===== src/qw_pkg.sv =====
// package: constants and carriers of the quad wrap-read / erase sequencer
// Functional notes
// quad mode 0Ch reads like fast read, wrapping
// quad mode 0Eh double-rate read, same wrapping
// wrap length, dummies from last C0h parameter; double-rate reads here keep 8 dummy clocks whatever the code
// wrap sections 8/16/32/64 bytes by two bits
// reset: 8-byte wrap, 10 dummies; double-rate 8
// dummy code 00/01/10/11 gives 10/4/6/8
// learn pattern only while enable bit set
// pattern starts after the mode-bit cycles
// pattern is constant 00110100
// single-rate: pattern bits beyond dummies are cut
// single-rate four dummies: no pattern
// double-rate: pattern in last four dummies
// host sets quad enable before 38h
// 38h enters quad mode only with quad enable
// FFh in quad mode returns to serial
// mode switch keeps latch and wrap length
// host sends write enable before erase
// erase starts at select rise, busy then clear
// 81h plus three bytes clears one page
// 20h clears sector chosen by A23..A12
// protected sector is not erased; 81h page clears here are not checked against protection
// erase only if select rises after 32 bits
// 52h clears the 32K block of address
// protected 32K block: no erase, latch cleared
// erase ignored while busy, status stays visible
package qw_pkg;
    // ------------------------------------------------------------
    // command codes
    // ------------------------------------------------------------
    localparam logic [7:0] CMD_WRAP_STR          = 8'h0c;
    localparam logic [7:0] CMD_WRAP_DTR          = 8'h0e;
    localparam logic [7:0] CMD_SET_PARAM         = 8'hc0;
    localparam logic [7:0] CMD_QUAD_ON           = 8'h38;
    localparam logic [7:0] CMD_QUAD_OFF          = 8'hff;
    localparam logic [7:0] CMD_WRITE_ENABLE      = 8'h06;
    localparam logic [7:0] CMD_PAGE_CLEAR        = 8'h81;
    localparam logic [7:0] CMD_SMALL_REGION_WIPE = 8'h20;
    localparam logic [7:0] CMD_HALF_BLOCK_CLEAR  = 8'h52;
    // ------------------------------------------------------------
    // read parameters and learning pattern
    // ------------------------------------------------------------
    localparam logic [7:0]  LEARN_PAT       = 8'h34;
    localparam logic [7:0]  PARAM_RST       = 8'h00; // 8-byte wrap, 10 dummies
    localparam int          WRAP_LSB        = 0;
    localparam int          DUMMY_LSB       = 4;
    localparam logic [5:0]  DUMMY_00        = 6'h0a;
    localparam logic [5:0]  DUMMY_01        = 6'h04;
    localparam logic [5:0]  DUMMY_10        = 6'h06;
    localparam logic [5:0]  DUMMY_11        = 6'h08;
    localparam logic [5:0]  DUMMY_NO_PAT    = 6'h04;
    localparam logic [5:0]  DTR_DUMMY_SLOTS = 6'h10; // 8 clocks, two edges each
    localparam logic [5:0]  DTR_PAT_START   = 6'h08; // last 4 clocks
    localparam logic [5:0]  MODE_SLOTS      = 6'h00; // wrap reads carry no mode bits
    localparam logic [5:0]  PAT_BITS        = 6'h08;
    localparam logic [23:0] WRAP_BASE       = 24'h000008;
    // ------------------------------------------------------------
    // frame bit counts
    // ------------------------------------------------------------
    localparam logic [5:0]  BITS_CMD        = 6'h08;
    localparam logic [5:0]  BITS_PARAM      = 6'h10;
    localparam logic [5:0]  BITS_ADDR       = 6'h20;
    localparam logic [5:0]  BITS_SAT        = 6'h3b;
    // ------------------------------------------------------------
    // types
    // ------------------------------------------------------------
    typedef enum logic [1:0] {
        ER_NONE = 2'b00, ER_PAGE = 2'b01, ER_SECT = 2'b10, ER_HALF = 2'b11
    } qw_erase_kind_t;
    typedef enum logic {ST_RX = 1'b0, ST_RD = 1'b1} qw_state_t;
    typedef struct packed {
        logic           go;
        qw_erase_kind_t kind;
        logic [23:0]    addr;
    } qw_erase_t;
    typedef struct packed {
        logic [3:0] dout;
        logic [3:0] oe;
    } qw_sio_t;
endpackage


===== src/qw_wrap_flash.sv =====
// design: read FIFO and quad wrap-read / erase sequencer of the flash
`timescale 1ns/100ps
`default_nettype none

// ----------------------------------------------------------------
// small flop FIFO with flush
// ----------------------------------------------------------------
module qw_fifo #(
    parameter int W = 8,
    parameter int D = 4
) (
    // clock and reset
    input  wire logic         clk_i,
    input  wire logic         nrst_i,
    input  wire logic         flush_i,
    // fill side
    input  wire logic         in_valid_i,
    output logic              in_ready_o,
    input  wire logic [W-1:0] in_data_i,
    // drain side
    output logic              out_valid_o,
    input  wire logic         out_ready_i,
    output logic [W-1:0]      out_data_o
);
    localparam int AW = $clog2(D);
    if (D < 2 || (1 << AW) != D) begin : g_chk
        $error("fifo depth must be a power of two");
    end
    logic [W-1:0] mem_q [D];   // storage
    logic [W-1:0] mem_d [D];
    logic [AW-1:0] wp_q, wp_d; // write index
    logic [AW-1:0] rp_q, rp_d; // read index
    logic [AW:0]   cnt_q, cnt_d;
    logic          push, pop;

    assign in_ready_o  = cnt_q != (AW+1)'(D);
    assign out_valid_o = cnt_q != '0;
    assign out_data_o  = mem_q[rp_q];
    assign push        = in_valid_i && in_ready_o;
    assign pop         = out_valid_o && out_ready_i;

    // next pointers and entries
    always_comb begin
        mem_d = mem_q;
        wp_d  = wp_q;
        rp_d  = rp_q;
        cnt_d = cnt_q + (AW+1)'(push) - (AW+1)'(pop);
        if (push) begin
            mem_d[wp_q] = in_data_i;
            wp_d        = wp_q + AW'(1);
        end
        if (pop) begin
            rp_d = rp_q + AW'(1);
        end
        // flush wins: a frame end drops stale bytes
        if (flush_i) begin
            wp_d  = '0;
            rp_d  = '0;
            cnt_d = '0;
        end
    end

    // pointers
    always_ff @(posedge clk_i or negedge nrst_i) begin
        if (!nrst_i) begin
            wp_q  <= '0;
            rp_q  <= '0;
            cnt_q <= '0;
        end else begin
            wp_q  <= wp_d;
            rp_q  <= rp_d;
            cnt_q <= cnt_d;
        end
    end

    // one register per entry
    for (genvar i = 0; i < D; i++) begin : g_mem
        always_ff @(posedge clk_i or negedge nrst_i) begin
            if (!nrst_i) begin
                mem_q[i] <= '0;
            end else begin
                mem_q[i] <= mem_d[i];
            end
        end
    end
endmodule

// ----------------------------------------------------------------
// sequencer top
// ----------------------------------------------------------------
module qw_wrap_flash #(
    parameter int ERASE_CYC  = 2000,
    parameter int FIFO_DEPTH = 4
) (
    // clock and reset
    input  wire logic          clk_i,
    input  wire logic          nrst_i,
    // flash pins
    input  wire logic          cs_n_i,
    input  wire logic          sclk_i,
    input  wire logic [3:0]    sio_i,
    output logic [3:0]         sio_o,
    output logic [3:0]         sio_oe_o,
    // configuration
    input  wire logic          quad_enable_bit_i,
    input  wire logic          learn_pattern_enable_i,
    input  wire logic [4:0]    protect_level_bits_i,
    // status
    output logic               write_enable_latch_o,
    output logic               op_in_progress_flag_o,
    output logic               quad_command_mode_o,
    // array read stream
    output logic [23:0]        arr_addr_o,
    input  wire logic          arr_valid_i,
    input  wire logic [7:0]    arr_data_i,
    output logic               arr_ready_o,
    // erase request to the array
    output qw_pkg::qw_erase_t  erase_o
);
    localparam int TW = $clog2(ERASE_CYC + 1);
    if (ERASE_CYC < 8) begin : g_chk
        $error("erase time too short");
    end

    // ------------------------------------------------------------
    // pin synchronisers
    // ------------------------------------------------------------
    logic       cs_s1, cs_s2, cs_p;  // select, synced, previous
    logic       ck_s1, ck_s2, ck_p;  // serial clock
    logic [3:0] io_s1, io_s2;
    logic       rise, fall, cs_rise;

    // first stage feeds only the second
    always_ff @(posedge clk_i or negedge nrst_i) begin
        if (!nrst_i) begin
            cs_s1 <= 1'b1;
            cs_s2 <= 1'b1;
            cs_p  <= 1'b1;
            ck_s1 <= 1'b0;
            ck_s2 <= 1'b0;
            ck_p  <= 1'b0;
            io_s1 <= '0;
            io_s2 <= '0;
        end else begin
            cs_s1 <= cs_n_i;
            cs_s2 <= cs_s1;
            cs_p  <= cs_s2;
            ck_s1 <= sclk_i;
            ck_s2 <= ck_s1;
            ck_p  <= ck_s2;
            io_s1 <= sio_i;
            io_s2 <= io_s1;
        end
    end
    assign rise    = ck_s2 && !ck_p;
    assign fall    = !ck_s2 && ck_p;
    assign cs_rise = cs_s2 && !cs_p;

    // ------------------------------------------------------------
    // state
    // ------------------------------------------------------------
    qw_pkg::qw_state_t st_q, st_d;
    logic              qpi_q, qpi_d;    // quad command mode
    logic              wel_q, wel_d;    // write enable latch
    logic              wip_q, wip_d;    // erase busy
    logic [7:0]        par_q, par_d;    // read parameters
    logic [31:0]       sh_q, sh_d;      // incoming bits
    logic [5:0]        bcnt_q, bcnt_d;  // bits taken this frame
    logic [7:0]        cmd_q, cmd_d;
    logic              dtr_q, dtr_d;    // double-rate read
    logic [23:0]       fa_q, fa_d;      // fetch address
    logic [5:0]        oc_q, oc_d;      // output slot count
    logic              dph_q, dph_d;    // low nibble next
    logic [TW-1:0]     tmr_q, tmr_d;
    qw_pkg::qw_sio_t   sio_q, sio_d;
    qw_pkg::qw_erase_t er_q, er_d;

    // derived terms
    qw_pkg::qw_erase_kind_t er_kind;
    logic [5:0]  dummy_str, dslots, pst, pidx;
    logic [23:0] wmask, fa_next;
    logic        prot, pat_ok, push, pop, f_valid, push_rdy;
    logic [7:0]  f_data;

    // single-rate dummy count decode
    always_comb begin
        unique case (par_q[qw_pkg::DUMMY_LSB +: 2])
            2'b00: dummy_str = qw_pkg::DUMMY_00;
            2'b01: dummy_str = qw_pkg::DUMMY_01;
            2'b10: dummy_str = qw_pkg::DUMMY_10;
            2'b11: dummy_str = qw_pkg::DUMMY_11;
        endcase
    end
    assign dslots = dtr_q ? qw_pkg::DTR_DUMMY_SLOTS : dummy_str;
    // pattern follows mode bits; double-rate uses last 4 clocks
    assign pst    = dtr_q ? qw_pkg::DTR_PAT_START : qw_pkg::MODE_SLOTS;
    assign pidx   = oc_q - pst;
    assign pat_ok = learn_pattern_enable_i && oc_q >= pst
                 && pidx < qw_pkg::PAT_BITS
                 && (dtr_q || dummy_str != qw_pkg::DUMMY_NO_PAT);
    // aligned wrap section inside the page
    assign wmask   = (qw_pkg::WRAP_BASE << par_q[qw_pkg::WRAP_LSB +: 2]) - 24'h000001;
    assign fa_next = (fa_q & ~wmask) | ((fa_q + 24'h000001) & wmask);
    assign er_kind = (cmd_q == qw_pkg::CMD_PAGE_CLEAR)        ? qw_pkg::ER_PAGE :
                     (cmd_q == qw_pkg::CMD_SMALL_REGION_WIPE) ? qw_pkg::ER_SECT :
                     (cmd_q == qw_pkg::CMD_HALF_BLOCK_CLEAR)  ? qw_pkg::ER_HALF :
                                                                qw_pkg::ER_NONE;
    // top regions by protect level; page clears are not checked
    assign prot = (protect_level_bits_i != 5'h00)
               && (sh_q[22:18] > (5'h1f - protect_level_bits_i));
    // fetch only once the address is known; full FIFO stalls it
    assign arr_ready_o = push_rdy && st_q == qw_pkg::ST_RD && !cs_s2;
    assign push        = arr_valid_i && arr_ready_o;

    // ------------------------------------------------------------
    // next state of the sequencer
    // ------------------------------------------------------------
    always_comb begin
        st_d  = st_q;
        qpi_d = qpi_q;
        wel_d = wel_q;
        wip_d = wip_q;
        par_d = par_q;
        sh_d  = sh_q;
        bcnt_d = bcnt_q;
        cmd_d = cmd_q;
        dtr_d = dtr_q;
        fa_d  = fa_q;
        oc_d  = oc_q;
        dph_d = dph_q;
        tmr_d = tmr_q;
        sio_d = sio_q;
        er_d  = '0;
        pop   = 1'b0;
        // busy timer; completion drops latch too
        if (tmr_q != '0) begin
            tmr_d = tmr_q - TW'(1);
            if (tmr_q == TW'(1)) begin
                wip_d = 1'b0;
                wel_d = 1'b0;
            end
        end
        if (push) begin
            fa_d = fa_next;
        end
        if (cs_rise) begin
            // frame end: commands take effect here
            st_d   = qw_pkg::ST_RX;
            bcnt_d = '0;
            dtr_d  = 1'b0;
            sio_d  = '0;
            if (bcnt_q == qw_pkg::BITS_CMD && cmd_q == qw_pkg::CMD_WRITE_ENABLE && !wip_q) begin
                wel_d = 1'b1;
            end
            // mode switches leave latch and parameters alone
            if (bcnt_q == qw_pkg::BITS_CMD && cmd_q == qw_pkg::CMD_QUAD_ON && !qpi_q
                && quad_enable_bit_i) begin
                qpi_d = 1'b1;
            end
            if (bcnt_q == qw_pkg::BITS_CMD && cmd_q == qw_pkg::CMD_QUAD_OFF && qpi_q) begin
                qpi_d = 1'b0;
            end
            if (bcnt_q == qw_pkg::BITS_PARAM && cmd_q == qw_pkg::CMD_SET_PARAM && qpi_q) begin
                par_d = sh_q[7:0];
            end
            // exact length, latch set, not busy
            if (bcnt_q == qw_pkg::BITS_ADDR && er_kind != qw_pkg::ER_NONE
                && wel_q && !wip_q) begin
                if (!prot || er_kind == qw_pkg::ER_PAGE) begin
                    wip_d      = 1'b1;
                    tmr_d      = TW'(ERASE_CYC);
                    er_d.go    = 1'b1;
                    er_d.kind  = er_kind;
                    unique case (er_kind)
                        qw_pkg::ER_PAGE: er_d.addr = {sh_q[23:8], 8'h00};
                        qw_pkg::ER_SECT: er_d.addr = {sh_q[23:12], 12'h000};
                        default:         er_d.addr = {sh_q[23:15], 15'h0000};
                    endcase
                end else if (er_kind == qw_pkg::ER_HALF) begin
                    wel_d = 1'b0;
                end
            end
        end else if (!cs_s2) begin
            unique case (st_q)
                qw_pkg::ST_RX: begin
                    // double-rate address also moves on falling edges
                    if (rise || (fall && dtr_q)) begin
                        sh_d   = qpi_q ? {sh_q[27:0], io_s2} : {sh_q[30:0], io_s2[0]};
                        bcnt_d = (bcnt_q > qw_pkg::BITS_SAT) ? 6'h3f
                               : bcnt_q + (qpi_q ? 6'h04 : 6'h01);
                        if (bcnt_d == qw_pkg::BITS_CMD) begin
                            cmd_d = sh_d[7:0];
                            dtr_d = qpi_q && sh_d[7:0] == qw_pkg::CMD_WRAP_DTR;
                        end
                        if (bcnt_d == qw_pkg::BITS_ADDR && qpi_q
                            && (cmd_q == qw_pkg::CMD_WRAP_STR || cmd_q == qw_pkg::CMD_WRAP_DTR)) begin
                            st_d  = qw_pkg::ST_RD;
                            fa_d  = sh_d[23:0];
                            oc_d  = '0;
                            dph_d = 1'b0;
                        end
                    end
                end
                qw_pkg::ST_RD: begin
                    // drive on falling edge, both edges for double rate
                    if (fall || (dtr_q && rise)) begin
                        if (oc_q < dslots) begin
                            oc_d = oc_q + 6'h01;
                            if (pat_ok) begin
                                sio_d.dout = {4{qw_pkg::LEARN_PAT[3'h7 - pidx[2:0]]}};
                                sio_d.oe   = 4'hf;
                            end else begin
                                sio_d = '0;
                            end
                        end else begin
                            // high nibble first; underrun repeats the head
                            // count past the dummies so data never looks like a dummy slot
                            oc_d       = dslots + 6'h01;
                            sio_d.oe   = 4'hf;
                            sio_d.dout = dph_q ? f_data[3:0] : f_data[7:4];
                            dph_d      = !dph_q;
                            pop        = dph_q && f_valid;
                        end
                    end
                end
            endcase
        end
    end

    // registers
    always_ff @(posedge clk_i or negedge nrst_i) begin
        if (!nrst_i) begin
            st_q   <= qw_pkg::ST_RX;
            qpi_q  <= 1'b0;
            wel_q  <= 1'b0;
            wip_q  <= 1'b0;
            par_q  <= qw_pkg::PARAM_RST;
            sh_q   <= '0;
            bcnt_q <= '0;
            cmd_q  <= '0;
            dtr_q  <= 1'b0;
            fa_q   <= '0;
            oc_q   <= '0;
            dph_q  <= 1'b0;
            tmr_q  <= '0;
            sio_q  <= '0;
            er_q   <= '0;
        end else begin
            st_q   <= st_d;
            qpi_q  <= qpi_d;
            wel_q  <= wel_d;
            wip_q  <= wip_d;
            par_q  <= par_d;
            sh_q   <= sh_d;
            bcnt_q <= bcnt_d;
            cmd_q  <= cmd_d;
            dtr_q  <= dtr_d;
            fa_q   <= fa_d;
            oc_q   <= oc_d;
            dph_q  <= dph_d;
            tmr_q  <= tmr_d;
            sio_q  <= sio_d;
            er_q   <= er_d;
        end
    end

    // read data buffer between array and pins
    qw_fifo #(.W(8), .D(FIFO_DEPTH)) u_fifo (
        .clk_i       (clk_i),
        .nrst_i      (nrst_i),
        .flush_i     (cs_rise),
        .in_valid_i  (arr_valid_i && st_q == qw_pkg::ST_RD && !cs_s2),
        .in_ready_o  (push_rdy),
        .in_data_i   (arr_data_i),
        .out_valid_o (f_valid),
        .out_ready_i (pop),
        .out_data_o  (f_data)
    );

    assign sio_o                 = sio_q.dout;
    assign sio_oe_o              = sio_q.oe;
    assign write_enable_latch_o  = wel_q;
    assign op_in_progress_flag_o = wip_q;
    assign quad_command_mode_o   = qpi_q;
    assign arr_addr_o            = fa_q;
    assign erase_o               = er_q;
endmodule

`default_nettype wire


===== config.mk =====
export PLATFORM = sky130hd
export DESIGN_NAME = qw_wrap_flash
export DESIGN_NICKNAME = d
export VERILOG_FILES = /design/src/qw_pkg.sv /design/src/qw_wrap_flash.sv
export SDC_FILE = /design/constraint.sdc
export NUM_CORES = 1
export LEC_CHECK = 0
export ABC_AREA = 1
export ABC_CLOCK_PERIOD_IN_PS = 6100
export CORE_MARGIN = 2
export CORE_UTILIZATION = 25
export CTS_BUF_LIST = sky130_fd_sc_hd__clkbuf_8
export DETAILED_ROUTE_END_ITERATION = 10
export DONT_BUFFER_PORTS = 1
export HOLD_SLACK_MARGIN = 0.08
export PLACE_DENSITY = 0.42
export SLEW_MARGIN = 5
export SYNTH_ARGS = -nofsm -noshare
export SYNTH_HDL_FRONTEND = slang
export SYNTH_SLANG_ARGS = --single-unit

===== constraint.sdc =====
create_clock -name clk_i -period 6.1 [get_ports clk_i]
set_input_delay 0.61 -clock clk_i [delete_from_list [all_inputs] [get_ports clk_i]]
set_output_delay 0.61 -clock clk_i [all_outputs]
set_load 0.01 [all_outputs]

* After elaboration in Yosys (flattened, before gate mapping)
Memory sizes are Yosys's and may differ from the RTL's.
Index checks and enable logic that the tools add are counted.
** Word-level totals
- Bits in registers :: 179
- ROM bits :: 8
- Input bits :: 24
- Logic and storage cells :: 248
- Memories kept :: 1
** Cells by class
- Add/subtract/negate cells :: 13
- Magnitude comparators :: 9
- Equal/unequal tests :: 30
- Shifts and indexed selects :: 1
- Mux-type cells :: 85
- Bitwise logic cells :: 9
- Reductions and logical operators :: 67
** Memory list
- (no name shown) :: depth 8, width 1, rd ports 1, clocked after memory_dff 0, write ports 0, line qw_wrap_flash.sv:310 : sio_d.dout = {4{qw_pkg::LEARN_PAT[3'h7 - pidx[2:0]]}};
** Operator list (number)
- 24-bit two-way mux :: 7
- 27-bit two-way mux :: 3
- 8-bit two-way mux :: 9
- 6-bit two-way mux :: 10
- 24-bit bitwise AND :: 2
- 11-bit two-way mux :: 4
- 1-bit two-way mux :: 34
- 1-bit logical AND :: 33
- 32-bit bitwise mux :: 1
- 15-bit one-hot mux with 2 select lines :: 1
- 24-bit by 1-bit adder with 24-bit output (second input constant) :: 1
- 8-bit by 4-bit equality test with 1-bit output (second input constant) :: 3
- 8-bit equality test (second input constant) :: 3
- 24-bit NOT :: 1
- 24-bit OR :: 1
- 6-bit one-hot mux with 4 select lines :: 1
- 4-bit by 2-bit left shift with 24-bit output (first input constant) :: 1
- 24-bit by 1-bit subtractor with 24-bit output (second input constant) :: 1
- 8-bit binary-select mux with 2-bit select :: 1
- 8-bit demux with 2-bit select :: 1
- 8-bit by 6-bit equality test with 1-bit output (second input constant) :: 2
- 2-bit nonzero test :: 8
- 2-bit two-way mux :: 7
- 6-bit by 1-bit adder with 6-bit output (second input constant) :: 2
- 45 further kinds :: 77

* Depth between registers and ports, before layout
Gate-level depths: netlist of run 1.
- Word-level depth :: 12
- Depth in mapped cells :: 19
- Gate-level depth less buffers :: 18

* Modules after synthesis
A second synthesis of run 1 with hierarchy kept.
** Unflattened totals
- Cells, all modules :: 1087
- Area total of the unflattened synthesis :: 8834.7 um^2
** Modules (own cells, without submodules)
- qw_wrap_flash :: times used 1, cells each 841, area each 6771.5 um^2, sequential area each 3181.8 um^2
- qw_fifo :: times used 1, cells each 246, area each 2063.2 um^2, sequential area each 975.9 um^2

* Least setup slack after synthesis of run 1
Ideal clock, no wire load.
- Path kind :: flip-flop to flip-flop
- From :: register par_q[4]
- To :: register u_fifo.cnt_q[2]
- Setup time :: 0.122 ns
- Arrival time :: 2.844 ns
- Data required time :: 5.978 ns
- Path slack :: 3.134 ns
- Stages on the path, launching flop included :: 19
- Buffers on the path :: 1
- Path through :: dfrtp_1 inv_1 ha_1 inv_1 nand2_1 ha_1 a21oi_1 o21a_1 nand2_1 buf_2 nand2_1 inv_1 ha_1 inv_1 ha_1 inv_1 fa_1 xor2_1 nor2_1
** Between the ends
- Cells in the longest elaborated chain, start to end :: 12
- Elaborated cells on any way between the ends :: 15
- Those cells by class :: add/sub: 1; order compare: 1; eq/ne: 3; mux: 8; reduce/logical: 2
** Ends and longest elaborated chain
- start, declared :: line qw_wrap_flash.sv:166 : logic [7:0] par_q, par_d;
- start signal, assigned :: line qw_wrap_flash.sv:337 : par_q <= qw_pkg::PARAM_RST;
- start signal, assigned :: line qw_wrap_flash.sv:353 : par_q <= par_d;
- 2-bit equality test (tied with other cells) :: line qw_wrap_flash.sv:187 : unique case (par_q[qw_pkg::DUMMY_LSB +: 2])
- 6-bit one-hot mux with 4 select lines * :: line qw_wrap_flash.sv:187
- 6-bit two-way mux * :: line qw_wrap_flash.sv:194 : assign dslots = dtr_q ? qw_pkg::DTR_DUMMY_SLOTS : dummy_str;
- 6-bit less-than comparator * :: line qw_wrap_flash.sv:307 : if (oc_q < dslots) begin
- 1-bit two-way mux * :: line qw_wrap_flash.sv:307
- 1-bit two-way mux * :: line qw_wrap_flash.sv:306 : if (fall || (dtr_q && rise)) begin
- 1-bit two-way mux * :: line qw_wrap_flash.sv:284 : unique case (st_q)
- 1-bit two-way mux * :: line qw_wrap_flash.sv:283 : end else if (!cs_s2) begin
- 1-bit two-way mux * :: line qw_wrap_flash.sv:246 : if (cs_rise) begin
- 1-bit logical AND * :: line qw_wrap_flash.sv:40 : assign pop = out_valid_o && out_ready_i;
- 3-bit by 1-bit subtractor with 3-bit output * :: line qw_wrap_flash.sv:47 : cnt_d = cnt_q + (AW+1)'(push) - (AW+1)'(pop);
- 3-bit two-way mux * :: line qw_wrap_flash.sv:56 : if (flush_i) begin
- net u_fifo.cnt_d[2] :: line qw_wrap_flash.sv:33 : logic [AW:0] cnt_q, cnt_d;
- end signal, assigned :: line qw_wrap_flash.sv:72 : cnt_q <= cnt_d;
- end, declared :: line qw_wrap_flash.sv:33
The timed path passes the listed nets; every way through them passes the cells marked *. The select of a mux whose other input is x is not followed.
A chain may end at the register's enable or synchronous reset.

* Final worst setup path of run 1
Same ends and word-level chain as after synthesis.

==> impl_metrics.toml, run 1 <==
[run_status]
status = "finished, final reports clean"

[synthesis]
synthDistinctLibCells = 46
synth-async-reset-ratio_pct = 100
ys_ff_latch = 166
synth_edf_count = 0
synth_flop_cell = "dfrtp_1"
synth_cells = 1053
syn_area_per_cell_sq_um = 8.06
synth_area_sq_mm = 0.00849
yosysWarnings = 0
seq_area_frac_synth_pct = 49.0

[clocking]
cts.repair.resized = 0
clock_sinks = 166
clk_pin_slew_worst_paths_ps = 100
cts_root_buf = "clkbuf_8"
clock_latency_ps = 480
cts_tree = "done"
clockBufferDepth = 2
cts_htree_levels = 4
numCtsBuffers = 17

[global_route]
grtUsageTotal_pct = 13.6
grt-ovfl-total = 0
grt_pass1_vias = 6760
grt_pass1_wl_mm = 37.9
grt_max_degree = 167
antenna_found_initial = 0

[drt]
avgRoutedWirePerCell_um = 15.4
drt_iter0_markers = 353
drt-total-wl_mm = 23.1
drtPass1Iterations = 5
drc_errors = 0
drt-vias-per-instance = 4.37
via_count = 6573
ant_nets = 0

[final_layout]
mostFrequentLayoutCells = "nand2_1, dfrtp_1, inv_1, nor2_1, o21ai_0"
areaGrowthSynthToFinish_pct = 10.1
nFillCells = 3613
layout.cells.non_filler = 1504
layout-drive-gt1-share_pct = 7.20
layout_commonest_cell = "nand2_1"
layout.nets = 1100
antenna_cells = 0

[floorplan]
dieWidth_um = 188
die_y_um = 188
io_pins = 87
num_rows = 67
fp.dieArea_sq_mm = 0.0354
start_util_pct = 25.4
core_sq_mm = 0.0334

[worst_hold_path]
hold_path.class = "input pin to asynchronous set/reset pin"

[timing]
min_period_ps = 3280
hold_ws_ps = 0.354
rsz0062_at_grt = "no"
setup_ws_ps = 2820
tightest_slew_ps = 1150
period_share_pct = 53.8
fmax_ghz = 0.305
hold_viol_final = 0
slew_headroom_pct = 23.1
setup_viol = 0
finClkSkew_ps = 18.4
setup_tns_ps = 0
report.final.slew_viol_count = 0

[worst_setup_path]
timing.rr.end = "u_fifo.cnt_q[2]$_DFF_PN0_"
required_ps = 6510
ff2ff_path_depth = 17
critPathLaunchType = "flip-flop"
critPathMaxFanout = 17
path_class = "flip-flop to flip-flop"
r2r_slack_ps = 2820
worstPathArrival_ps = 3690
r2r_start = "par_q[4]$_DFFE_PN0P_"
endpoint_kind = "flip-flop"

[place]
dp.cells = 1470
gp_congestion = 0.813
place_hpwl_mm = 16.2
place_ws_ps = 2840
portBuffers = 0

[pwr]
worst_ir_drop_vdd_v = 0.000149
p_total_mw = 2.39
p_per_area_mw_per_mm2 = 255
leakage_nw = 4.49

[run]
drv_cap = 0
==> cells by family (layout without fill, tap and decap cells) <==
kind of cell | after synthesis | after routing | synth area share [%]
buffers and inverters | 175 | 171 | 8.65
AOI/OAI and AO/OA | 185 | 185 | 11.5
and+or+nand+nor | 476 | 476 | 24.1
DFF | 166 | 166 | 49.0
xor gates and xnor gates | 16 | 16 | 1.65
muxes | 1 | 1 | 0.118
adders and majority gates | 33 | 33 | 4.95
other | 1 | 8 | 0.0442
==> metal layers <==
| layer | wire length (um) | global-route usage, % | vias up |
|---|---|---|---|
| li1 | - | - | 3349 |
| met1 | 11100 | 18.2 | 3095 |
| met2 | 10700 | 21.9 | 111 |
| met3 | 1080 | 3.65 | 18 |
| met4 | 259 | 3.21 | 0 |
| met5 | 0 | 0 | - |
==> cell usage after synthesis, drive strengths merged (12+ instances only) <==
library cell | instances | area [sq um]
o21ai | 144 | 721
clkbuf | 13 | 48.8
buf | 27 | 178
nand4 | 17 | 113
ha | 32 | 400
dfrtp | 163 | 4080
nand3 | 55 | 298
nor2 | 120 | 487
nand2 | 253 | 960
a21oi | 20 | 100
inv | 132 | 495
nor3 | 12 | 65.1
==> registers in the layout, indices dropped and copies added (netlist names), 2 cells and up, named ones only <==
register	cells
u_fifo.mem_q	32
sh_q	24
arr_addr_o	23
erase_o	19
tmr_q	11
cmd_q	8
bcnt_q	6
oc_q	6
io_s1	4
io_s2	4
par_q	4
sio_o	4
u_fifo.cnt_q	3
u_fifo.rp_q	2
u_fifo.wp_q	2
==> report_power, final <==
group	internal [mW]	switching, mW
logic	0.0764	0.183
clock network	0.441	0.472
registers	1.16	0.0534
==> how the worst max path moves through the flow <==
stage	startpoint	endpoint	depth (start not counted)
after floorplan	par_q[4]$_DFFE_PN0P_	u_fifo.cnt_q[2]$_DFF_PN0_	18
after global placement	par_q[4]$_DFFE_PN0P_	u_fifo.cnt_q[2]$_DFF_PN0_	17
after detailed placement	par_q[4]$_DFFE_PN0P_	u_fifo.cnt_q[2]$_DFF_PN0_	17
after CTS	par_q[4]$_DFFE_PN0P_	u_fifo.cnt_q[2]$_DFF_PN0_	17
after global routing	par_q[4]$_DFFE_PN0P_	u_fifo.cnt_q[2]$_DFF_PN0_	17
final	par_q[4]$_DFFE_PN0P_	u_fifo.cnt_q[2]$_DFF_PN0_	17
==> worst max-delay path, cell delays in order, from the launching register on <==
cell     delay [ps]
dfrtp_1         380
inv_1            60
ha_1            330
inv_1            80
nand2_1          70
ha_1            290
a21oi_1         140
o21a_1          120
nand2_1         310
nand2_1         240
inv_1            90
ha_1            270
inv_1            60
ha_1            120
inv_1            40
fa_1            360
xor2_1          170
nor2_1           80
==> repair_timing <==
item | in CTS | in global routing
endpoints found under the hold margin | 166 | 1
hold buffers | 1 | 1
endpoints found under the setup margin | 0 | 0
setup buffers | 0 | 0
==> cell type report <==
| type | count | area [sq um] | area share [%] |
|---|---|---|---|
| Sequential cell | 166 | 4160 | 44.5 |
| Multi-Input combinational cell | 719 | 3620 | 38.8 |
| Tap cell | 448 | 561 | 6.00 |
| Inverter | 135 | 508 | 5.44 |
| Clock buffer | 19 | 262 | 2.80 |
| Clock inverter | 13 | 184 | 1.97 |
| Timing Repair Buffer | 4 | 52.6 | 0.562 |
==> through the flow <==
step | util (%) | cell area, sq um
2_1_floorplan | - | 8510
3_3_place_gp | 26.5 | 8860
3_5_place_dp | 26.5 | 8860
4_1_cts | 27.9 | 9340
5_1_grt | 27.9 | 9350
6_report | 27.9 | 9350
Note: power is estimated with default switching activity, not from simulation.
==> run 2, diff against run 1 <==
ABC_CLOCK_PERIOD_IN_PS = 3100   (was 6100)
clock period = 3.1 ns   (was 6.1 ns; I/O delays follow)
==> impl_metrics.toml, run 2 (same netlist as run 1, synthesis figures left out) <==
[timing]
min_period_ps = 2830
finClkSkew_ps = 17.3
tightest_slew_ps = 625
period_share_pct = 91.3
hold_viol_final = 166
hold_ws_ps = -465
report.final.slew_viol_count = 0
slew_headroom_pct = 57.9
setup_viol = 0
setup_tns_ps = 0
rsz0062_at_grt = "no"
fmax_ghz = 0.353

[worst_setup_path]
endpoint_kind = "flip-flop"
worstPathArrival_ps = 3200
critPathLaunchType = "flip-flop"
worst_path_most_repeated_cell = "inv_1"
required_ps = 3470
critPathMaxStageDelay_ps = 400
path_buf_inv = 5
cp_cell_sequence = "inv_1 -> ha_4 -> inv_1 -> nand2_1 -> ha_1 -> a21oi_1 -> o21a_1 -> nand2_1 -> nand2_2 -> inv_1 -> ha_1 -> inv_1 -> ha_1 -> inv_1 -> fa_1 -> xor2_1 -> nor2_1"
cp_top_family = "adder cells"
cp_slowest_cell = "dfrtp_1"
critPathMaxFanout = 3
path_class = "flip-flop to flip-flop"

[final_layout]
layout_commonest_cell = "nand2_1"
largest_reg_flops = 32
mostFrequentLayoutCells = "nand2_1, dfrtp_1, inv_1, nor2_1, o21ai_0"
areaGrowthSynthToFinish_pct = 12.4
layout-drive-gt1-share_pct = 7.96
antenna_cells = 0
largest_register = "u_fifo.mem_q"
layout.nets = 1126

[place]
place_hpwl_mm = 16.5
portBuffers = 0
gp_congestion = 0.837

[clocking]
clock_latency_ps = 480
cts_tree = "done"
clk_pin_slew_worst_paths_ps = 100
clockBufferDepth = 2
numCtsBuffers = 17
cts-hold-fix-buffers = 16
cts_htree_levels = 4
cts_root_buf = "clkbuf_8"
clock_sinks = 166

[run]
drv_cap = 0

[worst_hold_path]
hold_path.class = "input pin to asynchronous set/reset pin"

[drt]
drt-total-wl_mm = 23.1
via_count = 6717
drt-vias-per-instance = 4.39
drc_errors = 0
drt_iter0_markers = 368
avgRoutedWirePerCell_um = 15.1
ant_nets = 0
drtPass1Iterations = 5

[floorplan]
io_pins = 87
start_util_pct = 25.4
dieWidth_um = 188
fp.dieArea_sq_mm = 0.0354
core_sq_mm = 0.0334
die_y_um = 188
num_rows = 67

[pwr]
p_per_area_mw_per_mm2 = 478
leakage_nw = 4.59
worst_ir_drop_vdd_v = 0.000249

[run_status]
status = "finished, violations left"
violations = "negative hold slack"

[global_route]
antenna_found_initial = 0
grt_pass1_wl_mm = 38.0
grt_pass1_vias = 6775
grt_max_degree = 167
grtUsageTotal_pct = 13.7
grt-ovfl-total = 0
## run 2: changes by cell type in the layout (fill, tap and decap cells not counted), sizes merged
cell         previous run  this run
clkinv                  6         3
inv                   138       136
dlygate4sd3             1        16
clkinvlp                1         5
buf                     3        14
## run 2: what timing repair did
action / in CTS / in global routing
setup buffers: 0 / 3
endpoints found under the hold margin: 205 / 166
setup endpoints to repair: 0 / 1
resized for setup: 0 / 2
## run 2: routing by layer
| layer | share of wire, % | up-vias | track usage (%) |
|---|---|---|---|
| met3 | 4.7 | 8 | 4.04 |
| met1 | 47 | 3203 | 18.1 |
| met4 | 0.62 | 0 | 2.63 |
| met5 | 0 | - | 0 |
| met2 | 47 | 102 | 22.4 |
| li1 | - | 3404 | - |
## run 2: final timing paths
kind                                 startpoint                               to  slack [ps]  cells past startpoint
setup / recovery           par_q[4]$_DFFE_PN0P_        u_fifo.cnt_q[2]$_DFF_PN0_         270                     17
hold / removal                           nrst_i             sio_o[1]$_DFFE_PN0P_        -460                      0
setup reg to reg           par_q[4]$_DFFE_PN0P_        u_fifo.cnt_q[2]$_DFF_PN0_         270                     17
hold reg to reg                 ck_s1$_DFF_PN0_                  ck_s2$_DFF_PN0_         350                      0
max in group asynchronous                nrst_i                  cs_s2$_DFF_PN1_        3280                      0
min in group clk_i            quad_enable_bit_i  quad_command_mode_o$_DFFE_PN0P_         160                      4
## run 2: per-stage QoR
| stage | util [%] | worst slack (ps) | instance area [sq um] | power (mW) | std cells |
|---|---|---|---|---|---|
| 6_report | 28.5 | 269 | 9540 | 4.56 | 1529 |
| 5_1_grt | 28.5 | 28.7 | 9540 | 4.83 | 1529 |
| 4_1_cts | 28.4 | 169 | 9510 | 4.65 | 1526 |
| 3_5_place_dp | 26.7 | 179 | 8930 | 2.89 | 1479 |
| 3_3_place_gp | 26.7 | 272 | 8930 | 2.89 | 1479 |
| 2_1_floorplan | - | 134 | 8510 | 2.75 | 1060 |
## run 2: where the power goes
part | internal (mW) | total, mW | switching (mW) | leakage, nW
registers | 2.28 | 2.38 | 0.104 | 2.15
logic | 0.161 | 0.480 | 0.319 | 2.24
clock network | 0.834 | 1.70 | 0.862 | 0.199
## run 2: final cells by class
type                            count  area, sq um
Fill cell                        3633        23900
Sequential cell                   166         4160
Multi-Input combinational cell    719         3640
Tap cell                          448          561
Inverter                          135          508
Timing Repair Buffer               30          265
Clock buffer                       19          262
Clock inverter                     12          153
